<file path="config.mk">
export PLATFORM = sky130hd
export DESIGN_NAME = cpm_top
export DESIGN_NICKNAME = d
export VERILOG_FILES = /design/src/cpm_pkg.sv /design/src/cpm_tim_if.sv /design/src/cpm_btim.sv /design/src/cpm_top.sv
export SDC_FILE = /design/constraint.sdc
export NUM_CORES = 1
export LEC_CHECK = 0
export ABC_AREA = 1
export CAP_MARGIN = 20
export CORE_MARGIN = 2
export CORE_UTILIZATION = 50
export CTS_CLUSTER_DIAMETER = 120
export DETAILED_ROUTE_END_ITERATION = 8
export DONT_BUFFER_PORTS = 1
export SYNTH_ARGS = -nofsm -noshare
export SYNTH_HDL_FRONTEND = slang
export SYNTH_SLANG_ARGS = --single-unit
</file>
<file path="constraint.sdc">
create_clock -name clk -period 5.8 [get_ports clk]
set_clock_uncertainty 0.15 [all_clocks]
set_input_delay 0.29 -clock clk [delete_from_list [all_inputs] [get_ports clk]]
set_output_delay 0.29 -clock clk [all_outputs]
set_load 0.1 [all_outputs]
</file>
<file path="src/cpm_pkg.sv">
// shared constants and types for the can power-mode and bit-timing block
`default_nettype none
package cpm_pkg;
  // ==========================================================
  // register offsets
  localparam logic [7:0] OFS_CTRL0 = 8'h00;
  localparam logic [7:0] OFS_CTRL1 = 8'h04;
  localparam logic [7:0] OFS_BTIM0 = 8'h08;
  localparam logic [7:0] OFS_BTIM1 = 8'h0C;
  localparam logic [7:0] OFS_STAT  = 8'h10;
  // ==========================================================
  // module_control_0 fields
  localparam int B_SLEEP_REQ = 0;
  localparam int B_INIT_HOLD = 1;
  localparam int B_STOP_WAIT = 2;
  localparam int B_WAKE_FILT = 3;
  localparam int B_TLINK_EN  = 4;
  localparam int B_WAKE_IE   = 5;
  localparam int B_SLEEP_ACK = 8;
  localparam logic RST_INIT_HOLD = 1'b1;
  // module_control_1 fields
  localparam int B_CLK_SRC = 0;
  // ==========================================================
  // bit timing fields, each holding its count minus one (prescaler in source ticks, the others in quanta)
  localparam int PRESC_LSB = 0;
  localparam int PRESC_W   = 6;
  localparam int JUMP_LSB  = 6;
  localparam int JUMP_W    = 2;
  localparam int PH1_LSB   = 0;
  localparam int PH1_W     = 4;
  localparam int PH2_LSB   = 4;
  localparam int PH2_W     = 3;
  localparam int POS_W     = 5;
  // ==========================================================
  // status fields
  localparam int ST_MODE_LSB = 0;
  localparam int ST_BUS_ON   = 2;
  localparam int ST_TLINK    = 3;
  localparam int ST_TXE_LSB  = 4;
  localparam int TX_BUFS     = 3;
  // ==========================================================
  // timing
  localparam int CLK_MHZ       = 250;
  localparam int WAKE_FILT_NS  = 2000;
  localparam int WAKE_FILT_CYC = (WAKE_FILT_NS * CLK_MHZ + 999) / 1000;
  localparam int FILT_W        = 10;
  localparam int IDLE_BITS     = 11;
  localparam int IDLE_W        = 4;
  // ==========================================================
  // modes and sleep handshake states
  typedef enum logic [1:0] {
    CPM_NORMAL, CPM_SLEEP, CPM_INIT, CPM_OFF
  } cpm_mode_t;
  typedef enum logic [1:0] {
    SLP_AWAKE, SLP_PEND, SLP_ASLEEP
  } cpm_slp_t;
endpackage : cpm_pkg
`default_nettype wire

</file>
<file path="src/cpm_tim_if.sv">
// timing configuration and ticks between the controller and bit timer
`default_nettype none
interface cpm_tim_if;
  logic                         srcTick;
  logic                         halt;
  logic                         rxBit;
  logic [cpm_pkg::PRESC_W-1:0]  presc;
  logic [cpm_pkg::PH1_W-1:0]    ph1;
  logic [cpm_pkg::PH2_W-1:0]    ph2;
  logic [cpm_pkg::JUMP_W-1:0]   jump;
  logic                         tqTick;
  logic                         bitTick;
  logic                         sampleTick;
  modport ctl (output srcTick, halt, rxBit, presc, ph1, ph2, jump,
               input  tqTick, bitTick, sampleTick);
  modport tim (input  srcTick, halt, rxBit, presc, ph1, ph2, jump,
               output tqTick, bitTick, sampleTick);
endinterface : cpm_tim_if
`default_nettype wire

</file>
<file path="src/cpm_btim.sv">
// prescaler and bit-time sequencer producing quantum, bit and sample ticks
`default_nettype none
module cpm_btim (
  input wire logic clk,
  input wire logic rst,
  cpm_tim_if.tim   t
);
  logic [cpm_pkg::PRESC_W-1:0] pre_r;
  logic [cpm_pkg::POS_W-1:0]   pos_r;
  logic [cpm_pkg::POS_W-1:0]   ext_r;
  logic [cpm_pkg::POS_W-1:0]   seg1End;
  logic [cpm_pkg::POS_W-1:0]   bitEnd;
  logic                        tq;
  logic                        rxPrev_r;
  logic                        fallEdge;

  // ==========================================================
  // quantum prescaler
  assign tq = t.srcTick && (pre_r == t.presc) && !t.halt;

  always_ff @(posedge clk or posedge rst) begin
    if (rst) begin
      pre_r <= '0;
    end else if (t.halt) begin
      pre_r <= '0;
    end else if (t.srcTick) begin
      pre_r <= tq ? '0 : pre_r + 1'b1;
    end
  end

  // ==========================================================
  // bit sequencer: sync quantum, segment 1, segment 2
  assign seg1End = cpm_pkg::POS_W'(t.ph1) + 5'h01 + ext_r;
  assign bitEnd  = seg1End + cpm_pkg::POS_W'(t.ph2) + 5'h01;
  assign fallEdge = rxPrev_r && !t.rxBit;

  always_ff @(posedge clk or posedge rst) begin
    if (rst) begin
      rxPrev_r <= 1'b1;
    end else begin
      rxPrev_r <= t.rxBit;
    end
  end

  // jump is applied whole to an edge in segment 1; an edge in segment 2 simply ends the bit early
  always_ff @(posedge clk or posedge rst) begin
    if (rst) begin
      pos_r <= '0;
      ext_r <= '0;
    end else if (t.halt) begin
      pos_r <= '0;
      ext_r <= '0;
    end else if (fallEdge && pos_r != '0 && pos_r <= seg1End
                 && ext_r == '0) begin
      ext_r <= cpm_pkg::POS_W'(t.jump) + 5'h01;
    end else if (fallEdge && pos_r > seg1End) begin
      pos_r <= bitEnd;
    end else if (tq) begin
      if (pos_r == bitEnd) begin
        pos_r <= '0;
        ext_r <= '0;
      end else begin
        pos_r <= pos_r + 1'b1;
      end
    end
  end

  always_ff @(posedge clk or posedge rst) begin
    if (rst) begin
      t.tqTick     <= 1'b0;
      t.bitTick    <= 1'b0;
      t.sampleTick <= 1'b0;
    end else begin
      t.tqTick     <= tq;
      t.bitTick    <= tq && pos_r == bitEnd;
      t.sampleTick <= tq && pos_r == seg1End;
    end
  end
endmodule : cpm_btim
`default_nettype wire

</file>
<file path="src/cpm_top.sv">
// power modes, sleep handshake, wake-up, timer link and apb registers
`default_nettype none
// What this block does
// - sleep and init stop protocol clocks; clocks-off stops everything
// - mode comes from cpu state, stop-in-wait, sleep ack, init hold
// - wake-up interrupt only with sleep ack and wake enable both set
// - sleep waits until every transmit buffer reports empty
// - sleep waits for receive to finish; idle controller sleeps at once
// - in sleep the ack flag stays set and transmit pin recessive
// - no buffer copy or abort in sleep; buffer access still allowed
// - bus-off recovery count pauses in sleep and resumes after
// - sleep ends on bus activity, request clear or init hold set
// - clearing sleep request is ignored until sleep is acknowledged
// - after wake, eleven recessive bits are needed before joining
// - deferred copies, aborts and transmissions run after wake
// - init hold halts traffic at once; registers stay writable
// - clocks-off aborts activity, forces recessive, blocks registers
// - wake filter bit low-pass filters the receive pin in sleep
// - one bit-time timer pulse after each valid end of frame
// - timer link drives capture channel 4 or 5 per instance
// - clock source select picks oscillator or system clock tick
// - prescaler makes the quantum; sync segment is one quantum
// - segment 1 is 1-16, segment 2 is 1-8, jump 1-4 quanta
module cpm_top #(
  parameter int INSTANCE = 0
) (
  input  wire logic                        clk,
  input  wire logic                        rst,
  input  wire logic                        psel,
  input  wire logic                        penable,
  input  wire logic                        pwrite,
  input  wire logic [7:0]                  paddr,
  input  wire logic [31:0]                 pwdata,
  output var  logic [31:0]                 prdata,
  output logic                             pready,
  output var  logic                        pslverr,
  input  wire logic                        cpuStop,
  input  wire logic                        cpuWait,
  input  wire logic                        oscTick,
  input  wire logic                        sysTick,
  input  wire logic                        receivePin,
  output var  logic                        transmitPin,
  input  wire logic                        protoTxd,
  input  wire logic                        txBusy,
  input  wire logic                        rxBusy,
  input  wire logic                        busOff,
  input  wire logic                        frameEof,
  input  wire logic [cpm_pkg::TX_BUFS-1:0] txEmpty,
  output var  logic                        sleepAck,
  output var  logic [1:0]                  modeOut,
  output var  logic                        protoClkEn,
  output var  logic                        regClkEn,
  output var  logic                        deferAllow,
  output var  logic                        busOffCountEn,
  output var  logic                        wakeIrq,
  output var  logic                        timerCh4,
  output var  logic                        timerCh5,
  output logic                             bitTick,
  output logic                             sampleTick,
  output var  logic                        rxData
);
  // ==========================================================
  // declarations
  cpm_pkg::cpm_mode_t mode;
  cpm_pkg::cpm_mode_t mode_r;
  cpm_pkg::cpm_slp_t  slp_r;
  logic sleepReq_r;
  logic initHold_r;
  logic stopWait_r;
  logic wakeFilt_r;
  logic tlinkEn_r;
  logic wakeIe_r;
  logic clock_source_select_r;
  logic [cpm_pkg::PRESC_W-1:0] presc_r;
  logic [cpm_pkg::JUMP_W-1:0]  jump_r;
  logic [cpm_pkg::PH1_W-1:0]   ph1_r;
  logic [cpm_pkg::PH2_W-1:0]   ph2_r;
  logic rxMeta_r;
  logic rxSync_r;
  logic [cpm_pkg::FILT_W-1:0]  filt_r;
  logic [cpm_pkg::IDLE_W-1:0]  idle_r;
  logic busOn_r;
  logic tlink_r;
  logic offMode;
  logic asleep;
  logic wakeHit;
  logic wrEn;
  logic setup;
  logic hit;
  logic [31:0] rdNxt;

  cpm_tim_if tif ();

  // ==========================================================
  // receive pin synchroniser
  always_ff @(posedge clk or posedge rst) begin
    if (rst) begin
      rxMeta_r <= 1'b1;
      rxSync_r <= 1'b1;
    end else begin
      rxMeta_r <= receivePin;
      rxSync_r <= rxMeta_r;
    end
  end

  // ==========================================================
  // mode selection
  assign offMode = cpuStop || (cpuWait && stopWait_r);
  assign asleep  = (slp_r == cpm_pkg::SLP_ASLEEP);

  always_comb begin
    if (offMode) begin
      mode = cpm_pkg::CPM_OFF;
    end else if (asleep) begin
      mode = cpm_pkg::CPM_SLEEP;
    end else if (initHold_r) begin
      mode = cpm_pkg::CPM_INIT;
    end else begin
      mode = cpm_pkg::CPM_NORMAL;
    end
  end

  always_ff @(posedge clk or posedge rst) begin
    if (rst) begin
      mode_r <= cpm_pkg::CPM_INIT;
    end else begin
      mode_r <= mode;
    end
  end

  // ==========================================================
  // sleep handshake
  // power-down keeps the handshake frozen so sleep survives a cpu stop
  always_ff @(posedge clk or posedge rst) begin
    if (rst) begin
      slp_r <= cpm_pkg::SLP_AWAKE;
    end else if (!offMode) begin
      case (slp_r)
        cpm_pkg::SLP_AWAKE: begin
          if (sleepReq_r && !initHold_r) begin
            slp_r <= cpm_pkg::SLP_PEND;
          end
        end
        cpm_pkg::SLP_PEND: begin
          if (!sleepReq_r || initHold_r) begin
            slp_r <= cpm_pkg::SLP_AWAKE;
          end else if (&txEmpty && !txBusy && !rxBusy) begin
            slp_r <= cpm_pkg::SLP_ASLEEP;
          end
        end
        cpm_pkg::SLP_ASLEEP: begin
          if (!sleepReq_r || initHold_r || wakeHit) begin
            slp_r <= cpm_pkg::SLP_AWAKE;
          end
        end
        default: slp_r <= cpm_pkg::SLP_AWAKE;
      endcase
    end
  end

  // ==========================================================
  // wake-up detection with optional glitch filter
  always_ff @(posedge clk or posedge rst) begin
    if (rst) begin
      filt_r <= '0;
    end else if (!asleep || rxSync_r || offMode) begin
      filt_r <= '0;
    end else if (filt_r != cpm_pkg::FILT_W'(cpm_pkg::WAKE_FILT_CYC)) begin
      filt_r <= filt_r + 1'b1;
    end
  end

  assign wakeHit = asleep && !offMode && !rxSync_r && (!wakeFilt_r ||
    filt_r == cpm_pkg::FILT_W'(cpm_pkg::WAKE_FILT_CYC - 1));

  always_ff @(posedge clk or posedge rst) begin
    if (rst) begin
      wakeIrq <= 1'b0;
    end else begin
      wakeIrq <= wakeHit && asleep && wakeIe_r;
    end
  end

  // ==========================================================
  // bus integration after wake or init
  always_ff @(posedge clk or posedge rst) begin
    if (rst) begin
      idle_r  <= '0;
      busOn_r <= 1'b0;
    end else if (mode != cpm_pkg::CPM_NORMAL) begin
      idle_r  <= '0;
      busOn_r <= 1'b0;
    end else if (tif.sampleTick && !busOn_r) begin
      if (!rxSync_r) begin
        idle_r <= '0;
      end else if (idle_r == cpm_pkg::IDLE_W'(cpm_pkg::IDLE_BITS - 1)) begin
        busOn_r <= 1'b1;
      end else begin
        idle_r <= idle_r + 1'b1;
      end
    end
  end

  // ==========================================================
  // bit timer
  assign tif.srcTick = clock_source_select_r ? sysTick : oscTick;
  assign tif.halt    = (mode != cpm_pkg::CPM_NORMAL);
  assign tif.rxBit   = rxSync_r;
  assign tif.presc   = presc_r;
  assign tif.ph1     = ph1_r;
  assign tif.ph2     = ph2_r;
  assign tif.jump    = jump_r;
  assign bitTick     = tif.bitTick;
  assign sampleTick  = tif.sampleTick;

  cpm_btim u_btim (
    .clk (clk),
    .rst (rst),
    .t   (tif.tim)
  );

  // ==========================================================
  // outputs toward the protocol engine and pins
  always_ff @(posedge clk or posedge rst) begin
    if (rst) begin
      transmitPin   <= 1'b1;
      sleepAck      <= 1'b0;
      modeOut       <= '0;
      protoClkEn    <= 1'b0;
      regClkEn      <= 1'b0;
      deferAllow    <= 1'b0;
      busOffCountEn <= 1'b0;
      rxData        <= 1'b1;
    end else begin
      transmitPin   <= (mode == cpm_pkg::CPM_NORMAL && busOn_r) ?
                       protoTxd : 1'b1;
      sleepAck      <= asleep;
      modeOut       <= mode;
      protoClkEn    <= (mode == cpm_pkg::CPM_NORMAL);
      regClkEn      <= (mode != cpm_pkg::CPM_OFF);
      deferAllow    <= (mode == cpm_pkg::CPM_NORMAL);
      busOffCountEn <= busOff && tif.sampleTick &&
                       mode == cpm_pkg::CPM_NORMAL;
      rxData        <= rxSync_r;
    end
  end

  // ==========================================================
  // timer link pulse, one bit long
  always_ff @(posedge clk or posedge rst) begin
    if (rst) begin
      tlink_r <= 1'b0;
    end else if (mode != cpm_pkg::CPM_NORMAL) begin
      tlink_r <= 1'b0;
    end else if (frameEof) begin
      tlink_r <= 1'b1;
    end else if (tif.bitTick) begin
      tlink_r <= 1'b0;
    end
  end

  always_ff @(posedge clk or posedge rst) begin
    if (rst) begin
      timerCh4 <= 1'b0;
      timerCh5 <= 1'b0;
    end else begin
      timerCh4 <= tlink_r && tlinkEn_r && INSTANCE == 0;
      timerCh5 <= tlink_r && tlinkEn_r && INSTANCE == 1;
    end
  end

  // ==========================================================
  // apb slave, zero wait states
  assign pready = 1'b1;
  assign setup  = psel && !penable;
  assign wrEn   = psel && penable && pwrite && !offMode;
  assign hit    = paddr == cpm_pkg::OFS_CTRL0 || paddr == cpm_pkg::OFS_CTRL1
               || paddr == cpm_pkg::OFS_BTIM0 || paddr == cpm_pkg::OFS_BTIM1
               || paddr == cpm_pkg::OFS_STAT;

  always_comb begin
    rdNxt = '0;
    case (paddr)
      cpm_pkg::OFS_CTRL0: begin
        rdNxt[cpm_pkg::B_SLEEP_REQ] = sleepReq_r;
        rdNxt[cpm_pkg::B_INIT_HOLD] = initHold_r;
        rdNxt[cpm_pkg::B_STOP_WAIT] = stopWait_r;
        rdNxt[cpm_pkg::B_WAKE_FILT] = wakeFilt_r;
        rdNxt[cpm_pkg::B_TLINK_EN]  = tlinkEn_r;
        rdNxt[cpm_pkg::B_WAKE_IE]   = wakeIe_r;
        rdNxt[cpm_pkg::B_SLEEP_ACK] = asleep;
      end
      cpm_pkg::OFS_CTRL1: rdNxt[cpm_pkg::B_CLK_SRC] = clock_source_select_r;
      cpm_pkg::OFS_BTIM0: begin
        rdNxt[cpm_pkg::PRESC_LSB +: cpm_pkg::PRESC_W] = presc_r;
        rdNxt[cpm_pkg::JUMP_LSB +: cpm_pkg::JUMP_W]   = jump_r;
      end
      cpm_pkg::OFS_BTIM1: begin
        rdNxt[cpm_pkg::PH1_LSB +: cpm_pkg::PH1_W] = ph1_r;
        rdNxt[cpm_pkg::PH2_LSB +: cpm_pkg::PH2_W] = ph2_r;
      end
      cpm_pkg::OFS_STAT: begin
        rdNxt[cpm_pkg::ST_MODE_LSB +: 2] = mode_r;
        rdNxt[cpm_pkg::ST_BUS_ON]        = busOn_r;
        rdNxt[cpm_pkg::ST_TLINK]         = tlink_r;
        rdNxt[cpm_pkg::ST_TXE_LSB +: cpm_pkg::TX_BUFS] = txEmpty;
      end
      default: rdNxt = '0;
    endcase
  end

  always_ff @(posedge clk or posedge rst) begin
    if (rst) begin
      prdata  <= '0;
      pslverr <= 1'b0;
    end else if (setup) begin
      prdata  <= offMode ? '0 : rdNxt;
      pslverr <= !hit || offMode;
    end
  end

  // ==========================================================
  // control register writes
  // hardware clears the request on bus wake; a software write wins
  always_ff @(posedge clk or posedge rst) begin
    if (rst) begin
      sleepReq_r <= 1'b0;
      initHold_r <= cpm_pkg::RST_INIT_HOLD;
      stopWait_r <= 1'b0;
      wakeFilt_r <= 1'b0;
      tlinkEn_r  <= 1'b0;
      wakeIe_r   <= 1'b0;
    end else begin
      if (wakeHit) begin
        sleepReq_r <= 1'b0;
      end
      if (wrEn && paddr == cpm_pkg::OFS_CTRL0) begin
        sleepReq_r <= pwdata[cpm_pkg::B_SLEEP_REQ] ||
                      (sleepReq_r && !asleep && !wakeHit);
        initHold_r <= pwdata[cpm_pkg::B_INIT_HOLD];
        stopWait_r <= pwdata[cpm_pkg::B_STOP_WAIT];
        wakeFilt_r <= pwdata[cpm_pkg::B_WAKE_FILT];
        tlinkEn_r  <= pwdata[cpm_pkg::B_TLINK_EN];
        wakeIe_r   <= pwdata[cpm_pkg::B_WAKE_IE];
      end
    end
  end

  // configuration is locked unless init hold is set
  always_ff @(posedge clk or posedge rst) begin
    if (rst) begin
      clock_source_select_r <= 1'b0;
      presc_r  <= '0;
      jump_r   <= '0;
      ph1_r    <= '0;
      ph2_r    <= '0;
    end else if (wrEn && initHold_r) begin
      if (paddr == cpm_pkg::OFS_CTRL1) begin
        clock_source_select_r <= pwdata[cpm_pkg::B_CLK_SRC];
      end
      if (paddr == cpm_pkg::OFS_BTIM0) begin
        presc_r <= pwdata[cpm_pkg::PRESC_LSB +: cpm_pkg::PRESC_W];
        jump_r  <= pwdata[cpm_pkg::JUMP_LSB +: cpm_pkg::JUMP_W];
      end
      if (paddr == cpm_pkg::OFS_BTIM1) begin
        ph1_r <= pwdata[cpm_pkg::PH1_LSB +: cpm_pkg::PH1_W];
        ph2_r <= pwdata[cpm_pkg::PH2_LSB +: cpm_pkg::PH2_W];
      end
    end
  end
endmodule : cpm_top
`default_nettype wire

</file>
## Word-level counts from Yosys, hierarchy flattened

Cells that the tools add are included.

- Register bits after elaboration: 105

- Add/subtract/negate cells: 9
- Eq/ne operators: 19
- Order comparisons: 2
- Mux-type cells: 44
- Reduce and logical (&&, ||, !) cells: 81
- Bitwise operators: 1

Operators by type and width:

| cell | number |
|---|---|
| $mux W5 | 10 |
| $logic_and A1 B1 Y1 | 31 |
| $mux W10 | 2 |
| $pmux W5 S4 | 1 |
| $mux W6 | 3 |
| $eq A8 B4 Y1 const B | 2 |
| $mux W4 | 4 |
| $mux W2 | 7 |
| $reduce_bool A2 Y1 | 7 |
| $logic_not A1 Y1 | 13 |
| $mux W1 | 13 |
| $logic_or A1 B1 Y1 | 12 |
| $reduce_bool A3 Y1 | 4 |
| $add A10 B1 Y10 const B | 1 |
| $add A5 B1 Y5 const B | 2 |
| $eq A10 B9 Y1 const B | 1 |
| $eq A5 B5 Y1 | 2 |
| $ne A10 B9 Y1 const B | 1 |
| $reduce_and A2 Y1 | 5 |
| $mux W9 | 1 |
| $reduce_and A3 Y1 | 3 |
| $eq A8 B3 Y1 const B | 1 |
| $eq A8 B5 Y1 const B | 1 |
| $logic_not A8 Y1 | 1 |
| other kinds (25) | 28 |

## Depth between registers and ports, before layout

- Depth after elaboration: 10
- Gate-level depth with buffers: 19

## By module

From an unflattened synthesis, not the netlist that was laid out.

- Cells, all modules: 601
- Area total of the unflattened synthesis: 4760.8 um^2

By module, submodules not included:

| module | area an instance (um^2) | cells an instance | seq. area each (um^2) | times used |
|---|---|---|---|---|
| cpm_top | 3193.1 | 390 | 1584.0 | 1 |
| cpm_btim | 1567.8 | 211 | 451.7 | 1 |

## Worst setup path after synthesis

No wires, ideal clock.

- Kind: reg-to-reg
- Start: reg ph1_r[0] (netlist name)
- End: reg u_btim.pos_r[0] (netlist name)
- Data arrival time: 2600 ps
- Path slack: 2932 ps
- Cell stages (with the launch flop): 18
- Required time: 5533 ps
- Setup time: 117 ps
- Clock period less this slack: 2868 ps
- Path through: dfrtp_1 -> inv_1 -> ha_1 -> fa_1 -> or2_1 -> nand2_1 -> inv_1 -> ha_1 -> nand2_1 -> nor2_1 -> a211oi_1 -> nor2_1 -> nor2_1 -> nand2_2 -> nand3_1 -> nand2_1 -> nand3_1 -> nand2_1

- Word-level cells in the longest chain between the ends: 10
- Elaborated cells between the ends (all ways): 18

RTL lines:

| what | RTL line | text |
|---|---|---|
| start, declared | cpm_top.sv:76 | `logic [cpm_pkg::PH1_W-1:0] ph1_r;` |
| start signal, assigned | cpm_top.sv:366 | `ph1_r <= pwdata[cpm_pkg::PH1_LSB +: cpm_pkg::PH1_W];` |
| $add A4 B1 Y5 (*) | cpm_btim.sv:33 | `assign seg1End = cpm_pkg::POS_W'(t.ph1) + 5'h01 + ext_r;` |
| $add A5 B5 Y5 (*) | cpm_btim.sv:33 |  |
| $add A5 B3 Y5 | cpm_btim.sv:34 | `assign bitEnd = seg1End + cpm_pkg::POS_W'(t.ph2) + 5'h01;` |
| $add A5 B1 Y5 | cpm_btim.sv:34 |  |
| $eq A5 B5 Y1 | cpm_btim.sv:59 | `if (pos_r == bitEnd) begin` |
| $mux W5 | cpm_btim.sv:59 |  |
| $mux W5 | cpm_btim.sv:58 | `end else if (tq) begin` |
| $mux W5 | cpm_btim.sv:56 | `end else if (fallEdge && pos_r > seg1End) begin` |
| $mux W5 | cpm_btim.sv:53 | `end else if (fallEdge && pos_r != '0 && pos_r <= seg1End` |
| $mux W5 | cpm_btim.sv:50 | `end else if (t.halt) begin` |
| end signal, assigned | cpm_btim.sv:57 | `pos_r <= bitEnd;` |
| end signal, assigned | cpm_btim.sv:63 | `pos_r <= pos_r + 1'b1;` |
| end, declared | cpm_btim.sv:9 | `logic [cpm_pkg::POS_W-1:0] pos_r;` |

Mark *: on every way between the ends. The rest lies on a longest branch, timed or not. The select of a mux whose other input is x is not followed.
A chain may end at the register's enable or synchronous reset.

## Worst setup path in the final report

- Start: reg ph1_r[0] (netlist name)
- End: reg u_btim.pos_r[4] (netlist name)

Same word-level chain as after synthesis.

==> metrics.cfg <==
[cells_and_area]
syn_to_final_growth_pct = 7.610
finalNetCount = 659
fillers = 860
layout-drive-gt1-share_pct = 10.75
seqCellArea_mm2 = 0.001986
multi_input_area_mm2 = 0.002176
final_cell_area_mm2 = 0.005007
final_core_util_pct = 54.71
fin_cells = 697
diodes = 0

[die]
start_util_pct = 50.84
io_pins = 106
chipHeight_um = 100.5
die_w_um = 100.5
rows = 35
coreArea_mm2 = 0.009153
die_area_mm2 = 0.01009

[logic_synthesis]
synth_common_cells = nand2_1 (108), inv_1 (86), dfrtp_1 (73)
ys_warn_count = 0
synth_cell_types = 48
synth.area.top_cells = dfrtp_1 (39%), nand2_1 (8.7%), inv_1 (6.9%)
yosysSeqAreaShare_pct = 42.65
yosysTopAreaCell = dfrtp_1
post_synth_instance_area_mm2 = 0.004653
synth_flop_cell = dfrtp_1
avgSynthCellArea_um2 = 8.280
yosysTopAreaCellShare_pct = 39.26
synth_most_common_cell = nand2_1
synth_edf_count = 0
ys_ff_latch = 79
async_reset_ff_share_pct = 100.0
syn_inst = 562

[cts]
clk_latency_ns = 0.36
clk_pin_slew_ns = 0.10
cts.sinks = 79
cts_resized = 0
numCtsBuffers = 9
clk_path_buf_depth = 2
htreeDepth = 3
cts_tree = done
clockRootBuffer = clkbuf_8

[timing]
fmax_ghz = 0.3071
finalSetupTns_ns = 0
maxSlewViolCount = 0
max_slew_margin_pct = 34.38
tightest_slew_ns = 0.9843
rsz0062_at_grt = no
whs_ns = 0.02293
setup_viol = 0
fin_ws_ns = 2.544
hold_viol_final = 0
period_needed_ns = 3.256
period_share_pct = 56.15

[route]
antenna_left = 0
firstDrtPassIters = 5
num_vias = 3709
routed_wl_mm = 10.81
dr.first_iter.drc_count = 136
drc_errors = 0
wire_per_inst_um = 15.52
routed_via_density = 5.321

[setup_path]
path_class = flip-flop to flip-flop
cp-start-kind = flip-flop
path_common_cell = nand2_1
path_cells = inv_1 > ha_1 > fa_1 > or2_1 > nand2_1 > inv_1 > ha_1 > nand2_1 > nor2_1 > a211oi_1 > nor2_1 > nor2_1 > nand2_2 > nand2_1 > nand2_1 > nand3_1 > nand2_1
slowest_stage = a211oi_1
critical_path.top_delay_family = simple AND/OR/NAND/NOR gates
cp-end-kind = flip-flop
cp_slowest_stage_delay_ns = 0.41
critPathRequiredTime_ns = 5.90
path_buf_inv = 2
cp.arrival_ns = 3.35
path_max_fanout = 6

[grt]
grt_overflow = 0
grt_pass1_wl_mm = 17.87
grt_max_degree = 80
antenna_found_initial = 0
track_usage_pct = 22.75
grt_pass1_vias = 3575

[power_and_ir_drop]
power_density_mw_per_mm2 = 240.9
ir_worst_vdd_mv = 0.09799
p_leak_nw = 2.398
finalPower_mw = 1.206

[run]
cap_violations = 0

[place]
placed_cells = 666
placed_cell_area_mm2 = 0.004651
io_buffers = 0
dp_hpwl_mm = 8.172
gp_congestion = 0.8403
post-place-ws_ns = 2.582

[worst_hold_path]
hold_class = input port to flip-flop

[status]
status = finished clean

[power by group]
| group | switching, mW | total, mW | internal (mW) |
|---|---|---|---|
| logic | 0.127 | 0.153 | 0.0255 |
| registers | 0.0657 | 0.634 | 0.568 |
| clock network | 0.218 | 0.420 | 0.202 |
[worst paths after layout]
check | start | end | slack, ns | depth (start not counted)
worst max-delay path | ph1_r[0] | u_btim.pos_r[4] | 2.54 | 17
worst min-delay path | pwdata[0] | clock_source_select_r | 0.02 | 2
worst max register to register | ph1_r[0] | u_btim.pos_r[4] | 2.54 | 17
worst min register to register | rxMeta_r | rxSync_r | 0.22 | 0
max in group asynchronous | rst | mode_r[1] | 4.52 | 4
min in group asynchronous | rst | clock_source_select_r | 0.34 | 3
[area by class of cell]
cell class	instances	area share, %
Multi-Input combinational cell	384	43.45
Clock buffer	10	2.549
Tap cell	111	2.774
Sequential cell	79	39.66
Clock inverter	6	1.374
Inverter	91	6.847
Timing Repair Buffer	16	3.348
[what timing repair did]
action / in CTS / in global routing
endpoints found under the hold margin: 25 / 36
buffers inserted: 0 / 0
hold buffers: 13 / 1
endpoints found under the setup margin: 0 / 0
[metal layers]
layer	global-route usage, %	vias to the layer above	routed length (um)
met5	0	-	0
met1	32.37	1766	5168
met2	34.69	97	4914
met3	5.270	12	617
met4	7.060	0	113
li1	-	1834	-
[registers in the layout, indices dropped and copies added, names as in the netlist, 2 cells and up]
register      count
slp_r             2
u_btim.pre_r      6
ph2_r             3
u_btim.ext_r      3
idle_r            4
presc_r           6
modeOut           2
prdata            9
ph1_r             4
u_btim.pos_r      5
jump_r            2
filt_r           10
[kinds of logic after synthesis]
logic type	share of synthesized area, %
simple gates	24.42
compound gates	11.94
xor+xnor	2.447
fa+ha+maj	5.701
flops	42.65
other cells	0.1614
buf+inv	12.45
mux	0.2420
[layout by cell type (no fill, tap or decap), types with 2 or more instances in the layout]
cell type,count
nor2_1,34
nand4_1,11
a31oi_1,2
nand3_4,2
or2_2,3
nand3_1,39
o21ai_0,44
nand2_2,6
xnor2_1,2
nor2_4,3
o22ai_1,2
nand2_4,4
conb_1,25
dfstp_2,6
nand2_1,108
a21oi_1,14
o21ai_1,2
nor3_1,13
a21oi_2,3
inv_2,4
fa_1,2
clkbuf_8,9
xor2_1,11
a32o_1,2
clkinv_2,2
o31ai_1,4
inv_1,85
nor2_2,3
clkinv_4,2
ha_1,18
nand3_2,4
dfrtp_1,72
a211oi_1,2
and3_1,2
a221oi_1,7
dlygate4sd3_1,14
No activity file was read; power rests on OpenSTA's default activity.
